**src/common/bsw_pkg.sv**
```systemverilog
// ============================================================
// Shared constants for the secondary window register bank
// ============================================================
package bsw_pkg;

  // Register port widths
  localparam int ADDR_W = 8;
  localparam int DATA_W = 32;

  // Register offsets, byte addresses of aligned words
  localparam logic [ADDR_W-1:0] BUS_LAT_OFS  = 8'h18;  // Bus numbers and latency byte
  localparam logic [ADDR_W-1:0] IO_STAT_OFS  = 8'h1c;  // I/O base, I/O limit, status
  localparam logic [ADDR_W-1:0] MEM_WIN_OFS  = 8'h20;  // Memory base and limit
  localparam logic [ADDR_W-1:0] IO_UPPER_OFS = 8'h30;  // I/O base and limit upper halves
  localparam logic [ADDR_W-1:0] IRQ_STAT_OFS = 8'h40;  // Sticky event status, read clears
  localparam logic [ADDR_W-1:0] IRQ_MASK_OFS = 8'h44;  // Interrupt mask

  // Latency byte, hardwired
  localparam int         LAT_LSB     = 24;
  localparam logic [7:0] LAT_VAL     = 8'h00;

  // I/O window byte fields
  localparam int         NIB_W          = 4;
  localparam logic [3:0] IO_CAP_VAL     = 4'h1;   // 32-bit I/O addressing indicator
  localparam logic [3:0] IO_NIB_RST     = 4'h0;
  localparam int         IO_BASE_CAP_LSB  = 0;
  localparam int         IO_BASE_ADDR_LSB = 4;
  localparam int         IO_LIM_CAP_LSB   = 8;
  localparam int         IO_LIM_ADDR_LSB  = 12;
  localparam logic [11:0] IO_LOW_ZERO   = 12'h000;
  localparam logic [11:0] IO_LOW_ONES   = 12'hfff;

  // I/O upper halves
  localparam int          UP_W           = 16;
  localparam int          IO_UP_BASE_LSB = 0;
  localparam int          IO_UP_LIM_LSB  = 16;
  localparam logic [15:0] IO_UP_RST      = 16'h0000;

  // Memory window fields
  localparam int          MEM_W         = 12;
  localparam int          MEM_BASE_LSB  = 4;
  localparam int          MEM_LIM_LSB   = 20;
  localparam logic [11:0] MEM_RST       = 12'h000;
  localparam logic [19:0] MEM_LOW_ZERO  = 20'h00000;
  localparam logic [19:0] MEM_LOW_ONES  = 20'hfffff;

  // Secondary status bit positions
  localparam int ST_PARITY    = 24;
  localparam int ST_SIG_ABORT = 27;
  localparam int ST_RCV_ABORT = 28;
  localparam int ST_RCV_UR    = 29;
  localparam int ST_SYS_ERR   = 30;
  localparam int ST_POISON    = 31;

  // Event vector indices, shared by the status and interrupt banks
  localparam int EV_PARITY    = 0;
  localparam int EV_SIG_ABORT = 1;
  localparam int EV_RCV_ABORT = 2;
  localparam int EV_RCV_UR    = 3;
  localparam int EV_SYS_ERR   = 4;
  localparam int EV_POISON    = 5;
  localparam int EV_W         = 6;

  typedef logic [EV_W-1:0]   ev_vec_t;
  typedef logic [DATA_W-1:0] word_t;

  localparam ev_vec_t EV_ZERO = 6'h00;

endpackage

```
**src/common/win_cfg_if.sv**
```systemverilog
`timescale 1ns/1ns
// ============================================================
// Window settings and transaction probe between bank and matcher
// ============================================================
interface win_cfg_if;
  logic [31:0] io_lo;      // Assembled lowest forwarded I/O address
  logic [31:0] io_hi;      // Assembled highest forwarded I/O address
  logic [31:0] mem_lo;     // Assembled lowest forwarded memory address
  logic [31:0] mem_hi;     // Assembled highest forwarded memory address
  logic        txn_valid;  // Transaction presented for a decision
  logic        txn_is_io;  // High for I/O, low for memory
  logic [31:0] txn_addr;   // Transaction address
  logic        fwd_hit;    // Registered forward decision

  modport regs  (output io_lo, io_hi, mem_lo, mem_hi, txn_valid, txn_is_io, txn_addr, input fwd_hit);
  modport match (input io_lo, io_hi, mem_lo, mem_hi, txn_valid, txn_is_io, txn_addr, output fwd_hit);
endinterface

```
**src/verilog/sticky_flag_bank.sv**
```systemverilog
`timescale 1ns/1ns
// ============================================================
// Bank of sticky flags: set wins over clear
// ============================================================
module sticky_flag_bank
  import bsw_pkg::*;
(
  input  wire logic    clk_sys,
  input  wire logic    sys_rst,
  input  wire ev_vec_t set_vec,   // Hardware set requests
  input  wire ev_vec_t clr_vec,   // Software clear requests
  output ev_vec_t      flags      // Current flag values
);

  ev_vec_t flags_r;    // Flag state
  ev_vec_t flags_nxt;  // Next flag state

  // A set in the same cycle as a clear survives so no event is lost
  always_comb begin
    flags_nxt = (flags_r & ~clr_vec) | set_vec;
  end

  // Flags start cleared
  always_ff @(posedge clk_sys or posedge sys_rst) begin
    if (sys_rst) begin
      flags_r <= EV_ZERO;
    end else begin
      flags_r <= flags_nxt;
    end
  end

  assign flags = flags_r;

endmodule

```
**src/verilog/window_match.sv**
```systemverilog
`timescale 1ns/1ns
// ============================================================
// Forward decision for I/O and memory windows
// ============================================================
module window_match
  import bsw_pkg::*;
(
  input  wire logic clk_sys,
  input  wire logic sys_rst,
  win_cfg_if.match  win
);

  logic hit_r;    // Registered decision
  logic hit_nxt;  // Next decision

  // Inclusive range test, used for both windows
  function automatic logic in_range(input logic [31:0] a, input logic [31:0] lo, input logic [31:0] hi);
    in_range = (a >= lo) && (a <= hi);
  endfunction

  // Pick the window that matches the transaction kind
  always_comb begin
    hit_nxt = 1'b0;
    if (win.txn_valid) begin
      if (win.txn_is_io) begin
        hit_nxt = in_range(win.txn_addr, win.io_lo, win.io_hi);
      end else begin
        hit_nxt = in_range(win.txn_addr, win.mem_lo, win.mem_hi);
      end
    end
  end

  // Decision stands one cycle after the probe
  always_ff @(posedge clk_sys or posedge sys_rst) begin
    if (sys_rst) begin
      hit_r <= 1'b0;
    end else begin
      hit_r <= hit_nxt;
    end
  end

  assign win.fwd_hit = hit_r;

endmodule

```
**src/verilog/bridge_secondary_window_regs.sv**
```systemverilog
// The implementer's own choice: the plain strobed port.
`timescale 1ns/1ns
module bridge_secondary_window_regs
  import bsw_pkg::*;
(
  input  wire logic              clk_sys,
  input  wire logic              sys_rst,
  // ============================================================
  // Register port
  // ============================================================
  input  wire logic [ADDR_W-1:0] reg_addr,
  input  wire logic [DATA_W-1:0] reg_wdata,
  input  wire logic              reg_wr,
  input  wire logic              reg_rd,
  output logic [DATA_W-1:0]      reg_rdata,
  // ============================================================
  // Packet logic events, one-cycle pulses, and two level report enables
  // ============================================================
  input  wire logic              parity_err_seen,
  input  wire logic              parity_err_resp_enable,
  input  wire logic              cpl_abort_sent,
  input  wire logic              cpl_abort_rcvd,
  input  wire logic              unsup_req_rcvd,
  input  wire logic              err_msg_sent,
  input  wire logic              system_error_report_enable,
  input  wire logic              poisoned_rcvd,
  // ============================================================
  // Forward decision probe
  // ============================================================
  input  wire logic              txn_valid,
  input  wire logic              txn_is_io,
  input  wire logic [31:0]       txn_addr,
  output logic                   fwd_hit,
  // ============================================================
  // Interrupt
  // ============================================================
  output logic                   irq
);

  // ============================================================
  // Address decode
  // ============================================================

  // Match of a strobe against one register offset
  // The whole offset is compared, so no word answers through an alias
  function automatic logic sel(input logic stb, input logic [ADDR_W-1:0] a, input logic [ADDR_W-1:0] ofs);
    sel = stb && (a == ofs);
  endfunction

  logic wr_io_stat;   // Write to I/O and status word
  logic wr_mem_win;   // Write to memory window word
  logic wr_io_upper;  // Write to I/O upper halves
  logic wr_irq_mask;  // Write to interrupt mask
  logic rd_irq_stat;  // Read of interrupt status, clears it

  assign wr_io_stat  = sel(reg_wr, reg_addr, IO_STAT_OFS);
  assign wr_mem_win  = sel(reg_wr, reg_addr, MEM_WIN_OFS);
  assign wr_io_upper = sel(reg_wr, reg_addr, IO_UPPER_OFS);
  assign wr_irq_mask = sel(reg_wr, reg_addr, IRQ_MASK_OFS);
  assign rd_irq_stat = sel(reg_rd, reg_addr, IRQ_STAT_OFS);
  // Writes to read-only or unmapped offsets decode to nothing and are dropped

  // ============================================================
  // Writable window fields
  // ============================================================
  logic [NIB_W-1:0] io_base_nib_r;    // I/O base address bits 15:12
  logic [NIB_W-1:0] io_base_nib_nxt;
  logic [NIB_W-1:0] io_lim_nib_r;     // I/O limit address bits 15:12
  logic [NIB_W-1:0] io_lim_nib_nxt;
  logic [UP_W-1:0]  io_base_up_r;     // I/O base address bits 31:16
  logic [UP_W-1:0]  io_base_up_nxt;
  logic [UP_W-1:0]  io_lim_up_r;      // I/O limit address bits 31:16
  logic [UP_W-1:0]  io_lim_up_nxt;
  logic [MEM_W-1:0] mem_base_r;       // Memory base address bits 31:20
  logic [MEM_W-1:0] mem_base_nxt;
  logic [MEM_W-1:0] mem_lim_r;        // Memory limit address bits 31:20
  logic [MEM_W-1:0] mem_lim_nxt;
  ev_vec_t          irq_mask_r;       // Interrupt enables, one per event
  ev_vec_t          irq_mask_nxt;

  // Only the writable fields take write data; hardwired bits are never stored
  // Hold values by default, load on a matching write
  // The I/O nibbles share a word with the flags: software clearing a flag
  // must write back the nibbles it read, or the I/O window moves
  always_comb begin
    io_base_nib_nxt = io_base_nib_r;
    io_lim_nib_nxt  = io_lim_nib_r;
    io_base_up_nxt  = io_base_up_r;
    io_lim_up_nxt   = io_lim_up_r;
    mem_base_nxt    = mem_base_r;
    mem_lim_nxt     = mem_lim_r;
    irq_mask_nxt    = irq_mask_r;
    if (wr_io_stat) begin
      io_base_nib_nxt = reg_wdata[IO_BASE_ADDR_LSB +: NIB_W];
      io_lim_nib_nxt  = reg_wdata[IO_LIM_ADDR_LSB +: NIB_W];
    end
    if (wr_mem_win) begin
      mem_base_nxt = reg_wdata[MEM_BASE_LSB +: MEM_W];
      mem_lim_nxt  = reg_wdata[MEM_LIM_LSB +: MEM_W];
    end
    if (wr_io_upper) begin
      io_base_up_nxt = reg_wdata[IO_UP_BASE_LSB +: UP_W];
      io_lim_up_nxt  = reg_wdata[IO_UP_LIM_LSB +: UP_W];
    end
    if (wr_irq_mask) begin
      irq_mask_nxt = reg_wdata[EV_W-1:0];  // Bits above the event count are dropped
    end
  end

  // Window fields come up at zero, so the I/O window spans 0 to 0xfff and the memory window 0 to 0xfffff
  always_ff @(posedge clk_sys or posedge sys_rst) begin
    if (sys_rst) begin
      io_base_nib_r <= IO_NIB_RST;
      io_lim_nib_r  <= IO_NIB_RST;
      io_base_up_r  <= IO_UP_RST;
      io_lim_up_r   <= IO_UP_RST;
      mem_base_r    <= MEM_RST;
      mem_lim_r     <= MEM_RST;
      irq_mask_r    <= EV_ZERO;
    end else begin
      io_base_nib_r <= io_base_nib_nxt;
      io_lim_nib_r  <= io_lim_nib_nxt;
      io_base_up_r  <= io_base_up_nxt;
      io_lim_up_r   <= io_lim_up_nxt;
      mem_base_r    <= mem_base_nxt;
      mem_lim_r     <= mem_lim_nxt;
      irq_mask_r    <= irq_mask_nxt;
    end
  end

  // ============================================================
  // Event qualification
  // ============================================================
  ev_vec_t ev_set;    // Qualified events this cycle
  ev_vec_t st_clr;    // Write-one clears for the status bank
  ev_vec_t st_flags;  // Secondary status flags
  ev_vec_t irq_clr;   // Read clear for the interrupt bank
  ev_vec_t irq_flags; // Sticky interrupt status

  // Gated events cannot set their flag while their enable is low
  // Pulses are taken as levels, so a held input sets again every cycle
  always_comb begin
    ev_set               = EV_ZERO;
    ev_set[EV_PARITY]    = parity_err_seen && parity_err_resp_enable;
    ev_set[EV_SIG_ABORT] = cpl_abort_sent;
    ev_set[EV_RCV_ABORT] = cpl_abort_rcvd;
    ev_set[EV_RCV_UR]    = unsup_req_rcvd;
    ev_set[EV_SYS_ERR]   = err_msg_sent && system_error_report_enable;
    ev_set[EV_POISON]    = poisoned_rcvd;
  end

  // Only the write_one_clear bits listen to software; the abort flags are read only
  always_comb begin
    st_clr = EV_ZERO;
    if (wr_io_stat) begin
      st_clr[EV_PARITY]  = reg_wdata[ST_PARITY];
      st_clr[EV_SYS_ERR] = reg_wdata[ST_SYS_ERR];
      st_clr[EV_POISON]  = reg_wdata[ST_POISON];
    end
  end

  // A read of the interrupt status clears all of it
  always_comb begin
    irq_clr = rd_irq_stat ? {EV_W{1'b1}} : EV_ZERO;
  end

  // ============================================================
  // Flag banks and interrupt
  // ============================================================
  // Secondary status flags; an event meeting a clear stays set
  sticky_flag_bank u_status (
    .clk_sys (clk_sys),
    .sys_rst (sys_rst),
    .set_vec (ev_set),
    .clr_vec (st_clr),
    .flags   (st_flags)
  );

  // Interrupt status flags, same layout as the event vector
  // Any read clears all bits, masked ones too; the read returns them first
  sticky_flag_bank u_irq (
    .clk_sys (clk_sys),
    .sys_rst (sys_rst),
    .set_vec (ev_set),
    .clr_vec (irq_clr),
    .flags   (irq_flags)
  );

  // Level interrupt while any unmasked flag stands
  // Combinational, so the line drops in the cycle after the clearing read
  assign irq = |(irq_flags & irq_mask_r);

  // ============================================================
  // Window assembly and forward decision
  // ============================================================
  win_cfg_if win ();

  // Low bits are implied: zeros below a base, ones below a limit
  // Bounds are compared as full 32-bit values, upper halves included
  assign win.io_lo     = {io_base_up_r, io_base_nib_r, IO_LOW_ZERO};
  assign win.io_hi     = {io_lim_up_r, io_lim_nib_r, IO_LOW_ONES};
  assign win.mem_lo    = {mem_base_r, MEM_LOW_ZERO};
  assign win.mem_hi    = {mem_lim_r, MEM_LOW_ONES};
  assign win.txn_valid = txn_valid;
  assign win.txn_is_io = txn_is_io;
  assign win.txn_addr  = txn_addr;

  // A base above its limit gives an empty window, which simply never hits
  // The decision is registered, so it answers one cycle after the probe
  window_match u_match (
    .clk_sys (clk_sys),
    .sys_rst (sys_rst),
    .win     (win.match)
  );

  assign fwd_hit = win.fwd_hit;

  // ============================================================
  // Read path
  // ============================================================
  word_t rd_word;    // Word selected by the read address
  word_t rdata_r;    // Registered read data
  word_t rdata_nxt;

  // Assemble the addressed word; unlisted bits stay zero
  always_comb begin
    rd_word = '0;  // Hardwired and reserved bits stay zero
    case (reg_addr)
      BUS_LAT_OFS: begin
        rd_word[LAT_LSB +: $bits(LAT_VAL)] = LAT_VAL;
      end
      IO_STAT_OFS: begin
        rd_word[IO_BASE_CAP_LSB +: NIB_W]  = IO_CAP_VAL;
        rd_word[IO_BASE_ADDR_LSB +: NIB_W] = io_base_nib_r;
        rd_word[IO_LIM_CAP_LSB +: NIB_W]   = IO_CAP_VAL;
        rd_word[IO_LIM_ADDR_LSB +: NIB_W]  = io_lim_nib_r;
        // Speed, fast back-to-back and select_timing_field bits read zero
        // Reserved bits 20:16 and 22 read zero as well
        rd_word[ST_PARITY]    = st_flags[EV_PARITY];
        rd_word[ST_SIG_ABORT] = st_flags[EV_SIG_ABORT];
        rd_word[ST_RCV_ABORT] = st_flags[EV_RCV_ABORT];
        rd_word[ST_RCV_UR]    = st_flags[EV_RCV_UR];
        rd_word[ST_SYS_ERR]   = st_flags[EV_SYS_ERR];
        rd_word[ST_POISON]    = st_flags[EV_POISON];
      end
      MEM_WIN_OFS: begin
        // Bits 3:0 and 19:16 read zero
        rd_word[MEM_BASE_LSB +: MEM_W] = mem_base_r;
        rd_word[MEM_LIM_LSB +: MEM_W]  = mem_lim_r;
      end
      IO_UPPER_OFS: begin
        rd_word[IO_UP_BASE_LSB +: UP_W] = io_base_up_r;
        rd_word[IO_UP_LIM_LSB +: UP_W]  = io_lim_up_r;
      end
      IRQ_STAT_OFS: begin
        rd_word[EV_W-1:0] = irq_flags;
      end
      IRQ_MASK_OFS: begin
        rd_word[EV_W-1:0] = irq_mask_r;
      end
      default: begin
        // Unmapped offsets read as zero
        rd_word = '0;
      end
    endcase
  end

  // Data stands only in the cycle after the read strobe
  // Gating by the strobe keeps an idle bus at zero instead of stale data
  always_comb begin
    rdata_nxt = reg_rd ? rd_word : '0;
  end

  // Read data register
  // The interrupt status word is captured here before its clear lands
  always_ff @(posedge clk_sys or posedge sys_rst) begin
    if (sys_rst) begin
      rdata_r <= '0;
    end else begin
      rdata_r <= rdata_nxt;
    end
  end

  assign reg_rdata = rdata_r;

endmodule

```
**config.mk**
```make
export PLATFORM = sky130hd
export DESIGN_NAME = bridge_secondary_window_regs
export DESIGN_NICKNAME = d
export VERILOG_FILES = /design/src/common/bsw_pkg.sv /design/src/common/win_cfg_if.sv /design/src/verilog/sticky_flag_bank.sv /design/src/verilog/window_match.sv /design/src/verilog/bridge_secondary_window_regs.sv
export SDC_FILE = /design/constraint.sdc
export NUM_CORES = 1
export LEC_CHECK = 0
export ABC_AREA = 1
export BUFFER_PORTS_ARGS = -buffer_cell sky130_fd_sc_hd__clkbuf_2
export CORE_AREA = 10 10 126 128
export CTS_BUF_LIST = sky130_fd_sc_hd__clkbuf_16
export DETAILED_ROUTE_END_ITERATION = 7
export DIE_AREA = 0 0 136 138
export PLACE_DENSITY = 0.72
export SYNTH_ARGS = -nofsm -noshare
export SYNTH_HDL_FRONTEND = slang
export SYNTH_SLANG_ARGS = --single-unit
```
**constraint.sdc**
```tcl
create_clock -name clk_sys -period 3.1 [get_ports clk_sys]
set_clock_uncertainty 0.05 [all_clocks]
set_input_delay 0.155 -clock clk_sys [delete_from_list [all_inputs] [get_ports clk_sys]]
set_output_delay 0.155 -clock clk_sys [all_outputs]
set_load 0.005 [all_outputs]
```
; ---- Word-level counts from Yosys, hierarchy flattened
; Index checks and enable logic that the tools add are counted.
[op_classes]
add_sub_neg = 0
mul = 0
div_mod_pow = 0
magnitude_cmp = 4
n_eq_ne = 5
n_shift = 0
muxes = 14
bitwise_logic = 7
reduce_logical = 10
[ops]
columns = operator, n
row1 = >= comparator 32 bit, 2
row2 = <= comparator 32 bit, 2
row3 = 2-to-1 mux 32 bit, 1
row4 = one-hot mux 10 bit (3 select lines), 1
row5 = bitwise AND 6 bit, 3
row6 = "equality test 8 x 6 -> 1 bit, second input constant", 2
row7 = "equality test 8 x 7 -> 1 bit, second input constant", 2
row8 = one-hot mux 4 bit (4 select lines), 1
row9 = one-hot mux 5 bit (3 select lines), 1
row10 = NOT 6 bit, 2
row11 = bitwise OR 6 bit, 2
row12 = one-hot mux 2 bit (5 select lines), 1
row13 = logical AND 1 bit, 9
row14 = "equality test 8 x 5 -> 1 bit, second input constant", 1
row15 = one-hot mux 4 bit (2 select lines), 1
row16 = 2-to-1 mux 6 bit, 1
row17 = OR reduction 6 bit, 1
row18 = 2-to-1 mux 4 bit, 1
row19 = one-hot mux 2 bit (2 select lines), 1
row20 = 2-to-1 mux 1 bit, 3
row21 = one-hot mux 1 bit (3 select lines), 1
row22 = 2-to-1 mux 2 bit, 1
[totals]
reg_bits = 115
latchBits = 0
mem_bits_rw = 0
mem_bits_ro = 0
inputBits = 86
out_inout_bits = 34
wordCells = 51
n_memories = 0

; ---- Logic depth before layout (Yosys ltp)
; Gate-level depths: netlist of run 1.
[logic_depth]
ltp_word = 6
ltp_mapped = 15
ltp_nobuf = 15

; ---- By module
; A second synthesis of run 1 with hierarchy kept.
[unflattened]
hier_cells = 1134
area_unflattened_um2 = 8318.0
[modules_own_cells]
columns = mod, n_inst, cells_each, area_each_um2, seq_area_each_um2
row1 = bridge_secondary_window_regs, 1, 519, 4435.5, 2552.4
row2 = window_match, 1, 553, 3394.5, 25.0
row3 = sticky_flag_bank, 2, 31, 244.0, 150.1

; ---- Worst setup path after synthesis of run 1
; Ideal clock, no wire load.
[synth_path]
kind = register to register
startpoint = reg io_lim_up_r[15]
endpoint = reg u_match.hit_r, in the netlist u_match.win.fwd_hit
setup_ps = 113
t_arrival_ps = 1351
required_ps = 2937
setup_slack_ps = 1586
stages_incl_launch_ff = 14
path_buffers = 0
period_less_slack_ps = 1514
cell_sequence = dfrtp_1 inv_1 ha_1 nand2_1 nor2_1 nand2_1 nor2_1 nand2_1 nand3_1 nand2_1 nand2_1 nand2_1 nand2_1 inv_1
[synth_via]
elab_chain_cells = 4
[synth_rtl]
columns = item, line
row1 = "start, declared", bridge_secondary_window_regs.sv:72  ; logic [UP_W-1:0] io_lim_up_r;
row2 = "start signal, assigned", bridge_secondary_window_regs.sv:124  ; io_lim_up_r <= io_lim_up_nxt;
row3 = <= comparator 32 bit, window_match.sv:18  ; in_range = (a >= lo) && (a <= hi);
row4 = logical AND 1 bit, window_match.sv:18
row5 = 2-to-1 mux 1 bit, window_match.sv:25  ; if (win.txn_is_io) begin
row6 = 2-to-1 mux 1 bit, window_match.sv:24  ; if (win.txn_valid) begin
row7 = via u_match.hit_nxt, window_match.sv:14  ; logic hit_nxt;
row8 = "end signal, assigned", window_match.sv:38  ; hit_r <= hit_nxt;
row9 = "end, declared", window_match.sv:13  ; logic hit_r;
; The timed path passes the listed nets, and every way through them passes these cells.
; A chain may end at the register's enable or synchronous reset.

; ---- Worst setup path in the final report of run 1
[layout_path]
startpoint = reg io_lim_up_r[11]
endpoint = reg u_match.hit_r, in the netlist u_match.win.fwd_hit
; The elaborated chain is that of the path after synthesis.

==> impl_metrics.json, run 1 <==
{
  "run_status": "complete, no violations",
  "synth-compound-area-share_pct": 13.2,
  "antenna_found_initial": 0,
  "relSlewSlack_pct": 37.0,
  "grt_pass1_vias": 6186,
  "hold_viol_final": 0,
  "cts_root_buf": "clkbuf_16",
  "fmax_ghz": 0.425,
  "die_x_um": 136,
  "path_clk_slew_ps": 60,
  "syn_area_um2": 6570,
  "syn_nets": 989,
  "ys_warn_count": 0,
  "path_class": "flop to flop",
  "layout_commonest_cell": "nand2_1",
  "max_slew.worst_pin.slew_ps": 942,
  "track_usage_pct": 19.9,
  "post-route-drc-count": 0,
  "arrival_ps": 2620,
  "finalCriticalPeriod_ps": 2350,
  "vias_per_cell": 4.91,
  "ys_ff_latch": 115,
  "cp_common_cell": "nand2_1",
  "yosys.area_share.simple_pct": 18.7,
  "required_ps": 3370,
  "avgSynthCellArea_um2": 7.82,
  "areaGrowthSynthToFinish_pct": 28.1,
  "period_share_pct": 75.8,
  "insertion_delay_ps": 420,
  "synth-adder-area-share_pct": 12.2,
  "yosysSeqAreaShare_pct": 43.8,
  "grt_setup_unrepaired": "no",
  "startpoint_type": "flop",
  "fp.dieH_um": 138,
  "first_iter_violations": 306,
  "fin_setup_tns_ps": 0,
  "cp_slowest_cell": "dlygate4sd3_1",
  "h-tree-depth": 4,
  "setup.worst_path.start": "io_lim_up_r[11]",
  "ys_types": 32,
  "finalSetupViolCount": 0,
  "async_flop_share_pct": 100,
  "via_count": 5893,
  "syn_inst": 839,
  "synth-edff-count": 0,
  "crit_chain": "inv_1 -> ha_1 -> nand2_1 -> nor2_1 -> nand2_1 -> nor2_1 -> nand2_1 -> nand3_1 -> nand2_1 -> nand2_1 -> nand2_1 -> nand2_1 -> dlygate4sd3_1 -> inv_1",
  "core_um2": 13500,
  "gp_congestion": 0.884,
  "critPathMaxFanout": 2,
  "numPlacedInstances": 1122,
  "cts_buffers": 17,
  "cts.sink_count": 115,
  "leakagePower_nw": 4.55,
  "wl_per_cell_um": 14.9,
  "drive_gt1_share_pct": 16.5,
  "synth-xor-area-share_pct": 0,
  "cts_tree": "done",
  "hpwl_um": 13200,
  "synth_flop_cell": "dfrtp_1",
  "grt_pass1_wl_um": 30200,
  "ir_worst_vdd_uv": 295,
  "fp.dieArea_um2": 18800,
  "final_cell_mix": "nand2_1, inv_1, clkbuf_2",
  "drt_first_pass_iters": 7,
  "hold_class": "input pin to flop",
  "cts_buffer_depth": 2,
  "rows": 43,
  "ios": 120,
  "start_util_pct": 48.6,
  "fin_nets": 1156,
  "grt_max_degree": 116,
  "final-max-slew-violation-count": 0,
  "slowest_delay_ps": 550,
  "final_cells": 1199,
  "portBuffers": 119,
  "synth_mux_area_share_pct": 0,
  "antenna_cells": 0,
  "crit_path_end_kind": "flop",
  "maxCapViolCount": 0,
  "synth_top_family_by_area": "simple AND/OR/NAND/NOR gates",
  "grt_overflow": 0,
  "postRouteAntennaNets": 0,
  "rr_startpoint": "io_lim_up_r[11]",
  "hp-start": "reg_rd",
  "powerDensity_nw_per_um2": 499,
  "totalWireLength_um": 17900
}
-- Yosys cell counts (2+ instances only) --
cell	n	share of area [%]
and2_1	3	0.29
clkbuf_1	5	0.29
o22ai_1	22	2.1
nand3_1	6	0.46
nand2_4	3	0.51
buf_2	6	0.46
o221ai_1	5	0.67
o21ai_1	40	3.0
buf_4	2	0.23
nor3_1	4	0.30
o21ai_2	4	0.53
a21o_1	3	0.34
o21ai_0	42	3.2
inv_1	176	10
nand2_2	2	0.19
nor2_1	68	3.9
dfrtp_1	115	44
nand4_1	6	0.57
ha_1	64	12
nand2_1	212	12
buf_6	4	0.69
a21oi_1	37	2.8
-- path summary, 6_finish.rpt --
kind | slack, ps | endpoint | depth (start not counted)
min in group asynchronous | 350 | mem_lim_r[1] | 4
max | 750 | u_match.win.fwd_hit | 14
min | 210 | reg_rdata[3] | 3
max reg2reg | 750 | u_match.win.fwd_hit | 14
max in group asynchronous | 2090 | u_irq.flags[1] | 4
min reg2reg | 410 | u_status.flags[2] | 2
-- cell families (layout without fill, tap and decap cells) --
family	count (synthesis)	count (layout)
AOI/OAI and AO/OA	157	157
adders and majority gates	64	64
and+or+nand+nor	306	306
buffers and inverters	197	377
DFF	115	115
-- critical path, delay by kind of cell (launching register included) --
kind          cells  cell delay [ps]
fa+ha+maj         1              300
buf+inv           3              660
flops             1              340
simple gates     10              910
-- what timing repair did --
item	CTS	global route
endpoints found under the hold margin	193	0
hold buffers	45	0
setup endpoints to repair	0	0
setup buffers	0	0
gates resized for setup	0	0
-- routing by layer --
metal	vias to the layer above	wire length, um	track usage, %	share of wire (%)
met4	0	376	6.84	2.1
met2	144	8700	33.6	49
met1	2750	7780	23.7	43
met3	30	1060	5.51	5.9
met5	-	0	0	0
li1	2969	-	-	-
-- state kept, by name, indices dropped and copies added (netlist names) --
name,cells
u_status.flags,6
irq_mask_r,6
reg_rdata,32
u_match.win.fwd_hit,1
io_base_up_r,16
io_base_nib_r,4
io_lim_nib_r,4
mem_base_r,12
io_lim_up_r,16
u_irq.flags,6
mem_lim_r,12
-- layout make-up --
class / count / area (um^2)
Fill cell: 1161 / 5090
Multi-Input combinational cell: 527 / 2900
Sequential cell: 115 / 2880
Timing Repair Buffer: 166 / 1070
Inverter: 179 / 682
Clock buffer: 17 / 425
Clock inverter: 15 / 230
Tap cell: 180 / 225
-- per-stage QoR --
step / total power, mW / hold slack, ps / worst slack [ps] / utilization [%] / cell area [um^2]
6_report: 4.20 / 212 / 749 / 62.3 / 8410
3_5_place_dp: 2.01 / 304 / 958 / 54.1 / 7300
2_1_floorplan: 1.85 / 205 / 1500 / - / 6570
4_1_cts: 4.23 / 180 / 782 / 62.3 / 8410
5_1_grt: 4.36 / 215 / 517 / 62.3 / 8410
3_3_place_gp: 1.99 / 304 / 1050 / 54.1 / 7300
-- report_power, final --
part           switching, mW  internal (mW)  total [mW]
combinational          0.259          0.191       0.450
sequential            0.0274           1.55        1.58
clock                  0.737           1.43        2.17
No activity file was read; power rests on OpenSTA's default activity.
==> run 2, diff against run 1 <==
--- a/config.mk
+++ b/config.mk
@@ -11,7 +11,7 @@
 export CTS_BUF_LIST = sky130_fd_sc_hd__clkbuf_16
 export DETAILED_ROUTE_END_ITERATION = 7
 export DIE_AREA = 0 0 136 138
-export PLACE_DENSITY = 0.72
+export PLACE_DENSITY = 0.69
 export SYNTH_ARGS = -nofsm -noshare
 export SYNTH_HDL_FRONTEND = slang
 export SYNTH_SLANG_ARGS = --single-unit
==> constraint.sdc (replaced) <==
create_clock -name clk_sys -period 2.4 [get_ports clk_sys]
set_clock_uncertainty 0.05 [all_clocks]
set_input_delay 0.12 -clock clk_sys [delete_from_list [all_inputs] [get_ports clk_sys]]
set_output_delay 0.12 -clock clk_sys [all_outputs]
set_load 0.005 [all_outputs]
==> impl_metrics.json, run 2 (synthesis gave the netlist of run 1 again) <==
{
  "run_status": "complete, no violations",
  "grt_pass1_vias": 6026,
  "start_util_pct": 48.6,
  "cts_buffers": 17,
  "insertion_delay_ps": 420,
  "fin_nets": 1160,
  "wl_per_cell_um": 14.9,
  "hold_class": "input pin to flop",
  "path_clk_slew_ps": 50,
  "max_slew.worst_pin.slew_ps": 677,
  "worstReg2RegEnd": "u_match.win.fwd_hit",
  "rr_startpoint": "io_lim_up_r[12]",
  "via_count": 5843,
  "core_um2": 13500,
  "die_x_um": 136,
  "layout_commonest_cell": "nand2_1",
  "fin_ws_ps": 149,
  "fin_util_pct": 61.9,
  "relSlewSlack_pct": 54.8,
  "crit_path_end_kind": "flop",
  "largest_reg_flops": 32,
  "arrival_ps": 2510,
  "drive_gt1_share_pct": 16.9,
  "grt_max_degree": 65,
  "r2r_slack_ps": 150,
  "ir_worst_vdd_uv": 387,
  "fmax_ghz": 0.444,
  "worstRegToRegCells": 14,
  "hold_viol_final": 0,
  "grt_overflow": 0,
  "endpoint": "u_match.win.fwd_hit",
  "period_share_pct": 93.8,
  "totalWireLength_um": 17900,
  "seq_area_um2": 2880,
  "postRouteAntennaNets": 0,
  "fp.dieArea_um2": 18800,
  "maxCapViolCount": 0,
  "hpwl_um": 13400,
  "powerDensity_nw_per_um2": 597,
  "fp.dieH_um": 138,
  "vias_per_cell": 4.86,
  "gp_congestion": 0.839,
  "ios": 120,
  "antenna_cells": 0,
  "cts_root_buf": "clkbuf_16",
  "post-route-drc-count": 0,
  "grt_pass1_wl_um": 29600,
  "finalCriticalPeriod_ps": 2250,
  "fill_cells": 1183,
  "areaGrowthSynthToFinish_pct": 27.3,
  "h-tree-depth": 4,
  "track_usage_pct": 19.6,
  "multi_input_area_um2": 2920,
  "portBuffers": 119,
  "dp_slack_ps": 563,
  "setup.worst_path.start": "io_lim_up_r[12]",
  "rows": 43,
  "first_iter_violations": 314,
  "critPathMaxFanout": 2,
  "final-max-slew-violation-count": 0,
  "startpoint_type": "flop",
  "finalSetupViolCount": 0,
  "antenna_found_initial": 0,
  "path_class": "flop to flop",
  "leakagePower_nw": 4.52,
  "required_ps": 2660,
  "cts_buffer_depth": 2,
  "cts_tree": "done",
  "cts.sink_count": 115,
  "final_cell_mix": "nand2_1, inv_1, clkbuf_2",
  "drt_first_pass_iters": 5
}
==> run 2: timing repair <==
action                                  in CTS  in global routing
setup buffers                                0                  0
hold buffers                                45                  0
endpoints found under the setup margin       0                  1
gates resized for setup                      0                  9
endpoints found under the hold margin      198                  0
==> run 2: per-stage QoR <==
step / std cells / hold WS (ps) / cell area, um^2 / setup TNS, ps / power, mW
5_1_grt: 1202 / 27.2 / 8360 / -2.68 / 5.22
6_report: 1202 / 19.3 / 8360 / 0 / 4.99
2_1_floorplan: 839 / 170 / 6570 / 0 / 2.39
4_1_cts: 1202 / 7.92 / 8330 / 0 / 5.01
3_5_place_dp: 1126 / -14.2 / 7330 / 0 / 2.60
3_3_place_gp: 1126 / -9.53 / 7330 / 0 / 2.58
==> run 2: cell type report <==
type / instances / share of cell area [%]
well taps: 180 / 2.69
repair buffers: 170 / 13.2
clock buffers: 17 / 5.09
clock inverters: 14 / 1.47
multi-input cells: 527 / 35.0
flip-flops and latches: 115 / 34.4
inverters: 179 / 8.16
==> run 2: how the worst min path moves through the flow <==
stage               slack [ps]           endpoint           start  cells after the start
floorplan                  170  u_status.flags[1]  cpl_abort_sent                      2
global placement           -10      reg_rdata[20]         sys_rst                      2
detailed placement         -10      reg_rdata[20]         sys_rst                      2
CTS                          8      mem_base_r[1]          reg_wr                      3
global route                30      mem_base_r[1]          reg_wr                      3
finish                      20      mem_base_r[1]          reg_wr                      3
==> run 2: where the power goes <==
group / switching, mW / internal, mW
registers: 0.0345 / 2.00
clock network: 0.872 / 1.49
logic: 0.340 / 0.251
total: 1.25 / 3.74
==> run 2: routing by layer <==
metal	routed length, um	global-route usage, %	share of wire [%]
met4	329	6.00	1.8
met2	8600	32.9	48
met1	7830	24.0	44
met3	1140	5.18	6.4
met5	0	0	0
==> run 2: critical path, cell delays in order (launching register included) <==
cell and delay, ps:
dfrtp_1 350, inv_1 90, ha_1 280, nand2_1 50, nor2_2 160, nand2_2 100, nor2_2 140, nand2_1 60
nand3_1 80, nand2_1 50, nand2_1 50, nand2_1 40, nand2_1 50, dlygate4sd3_1 540, inv_1 40
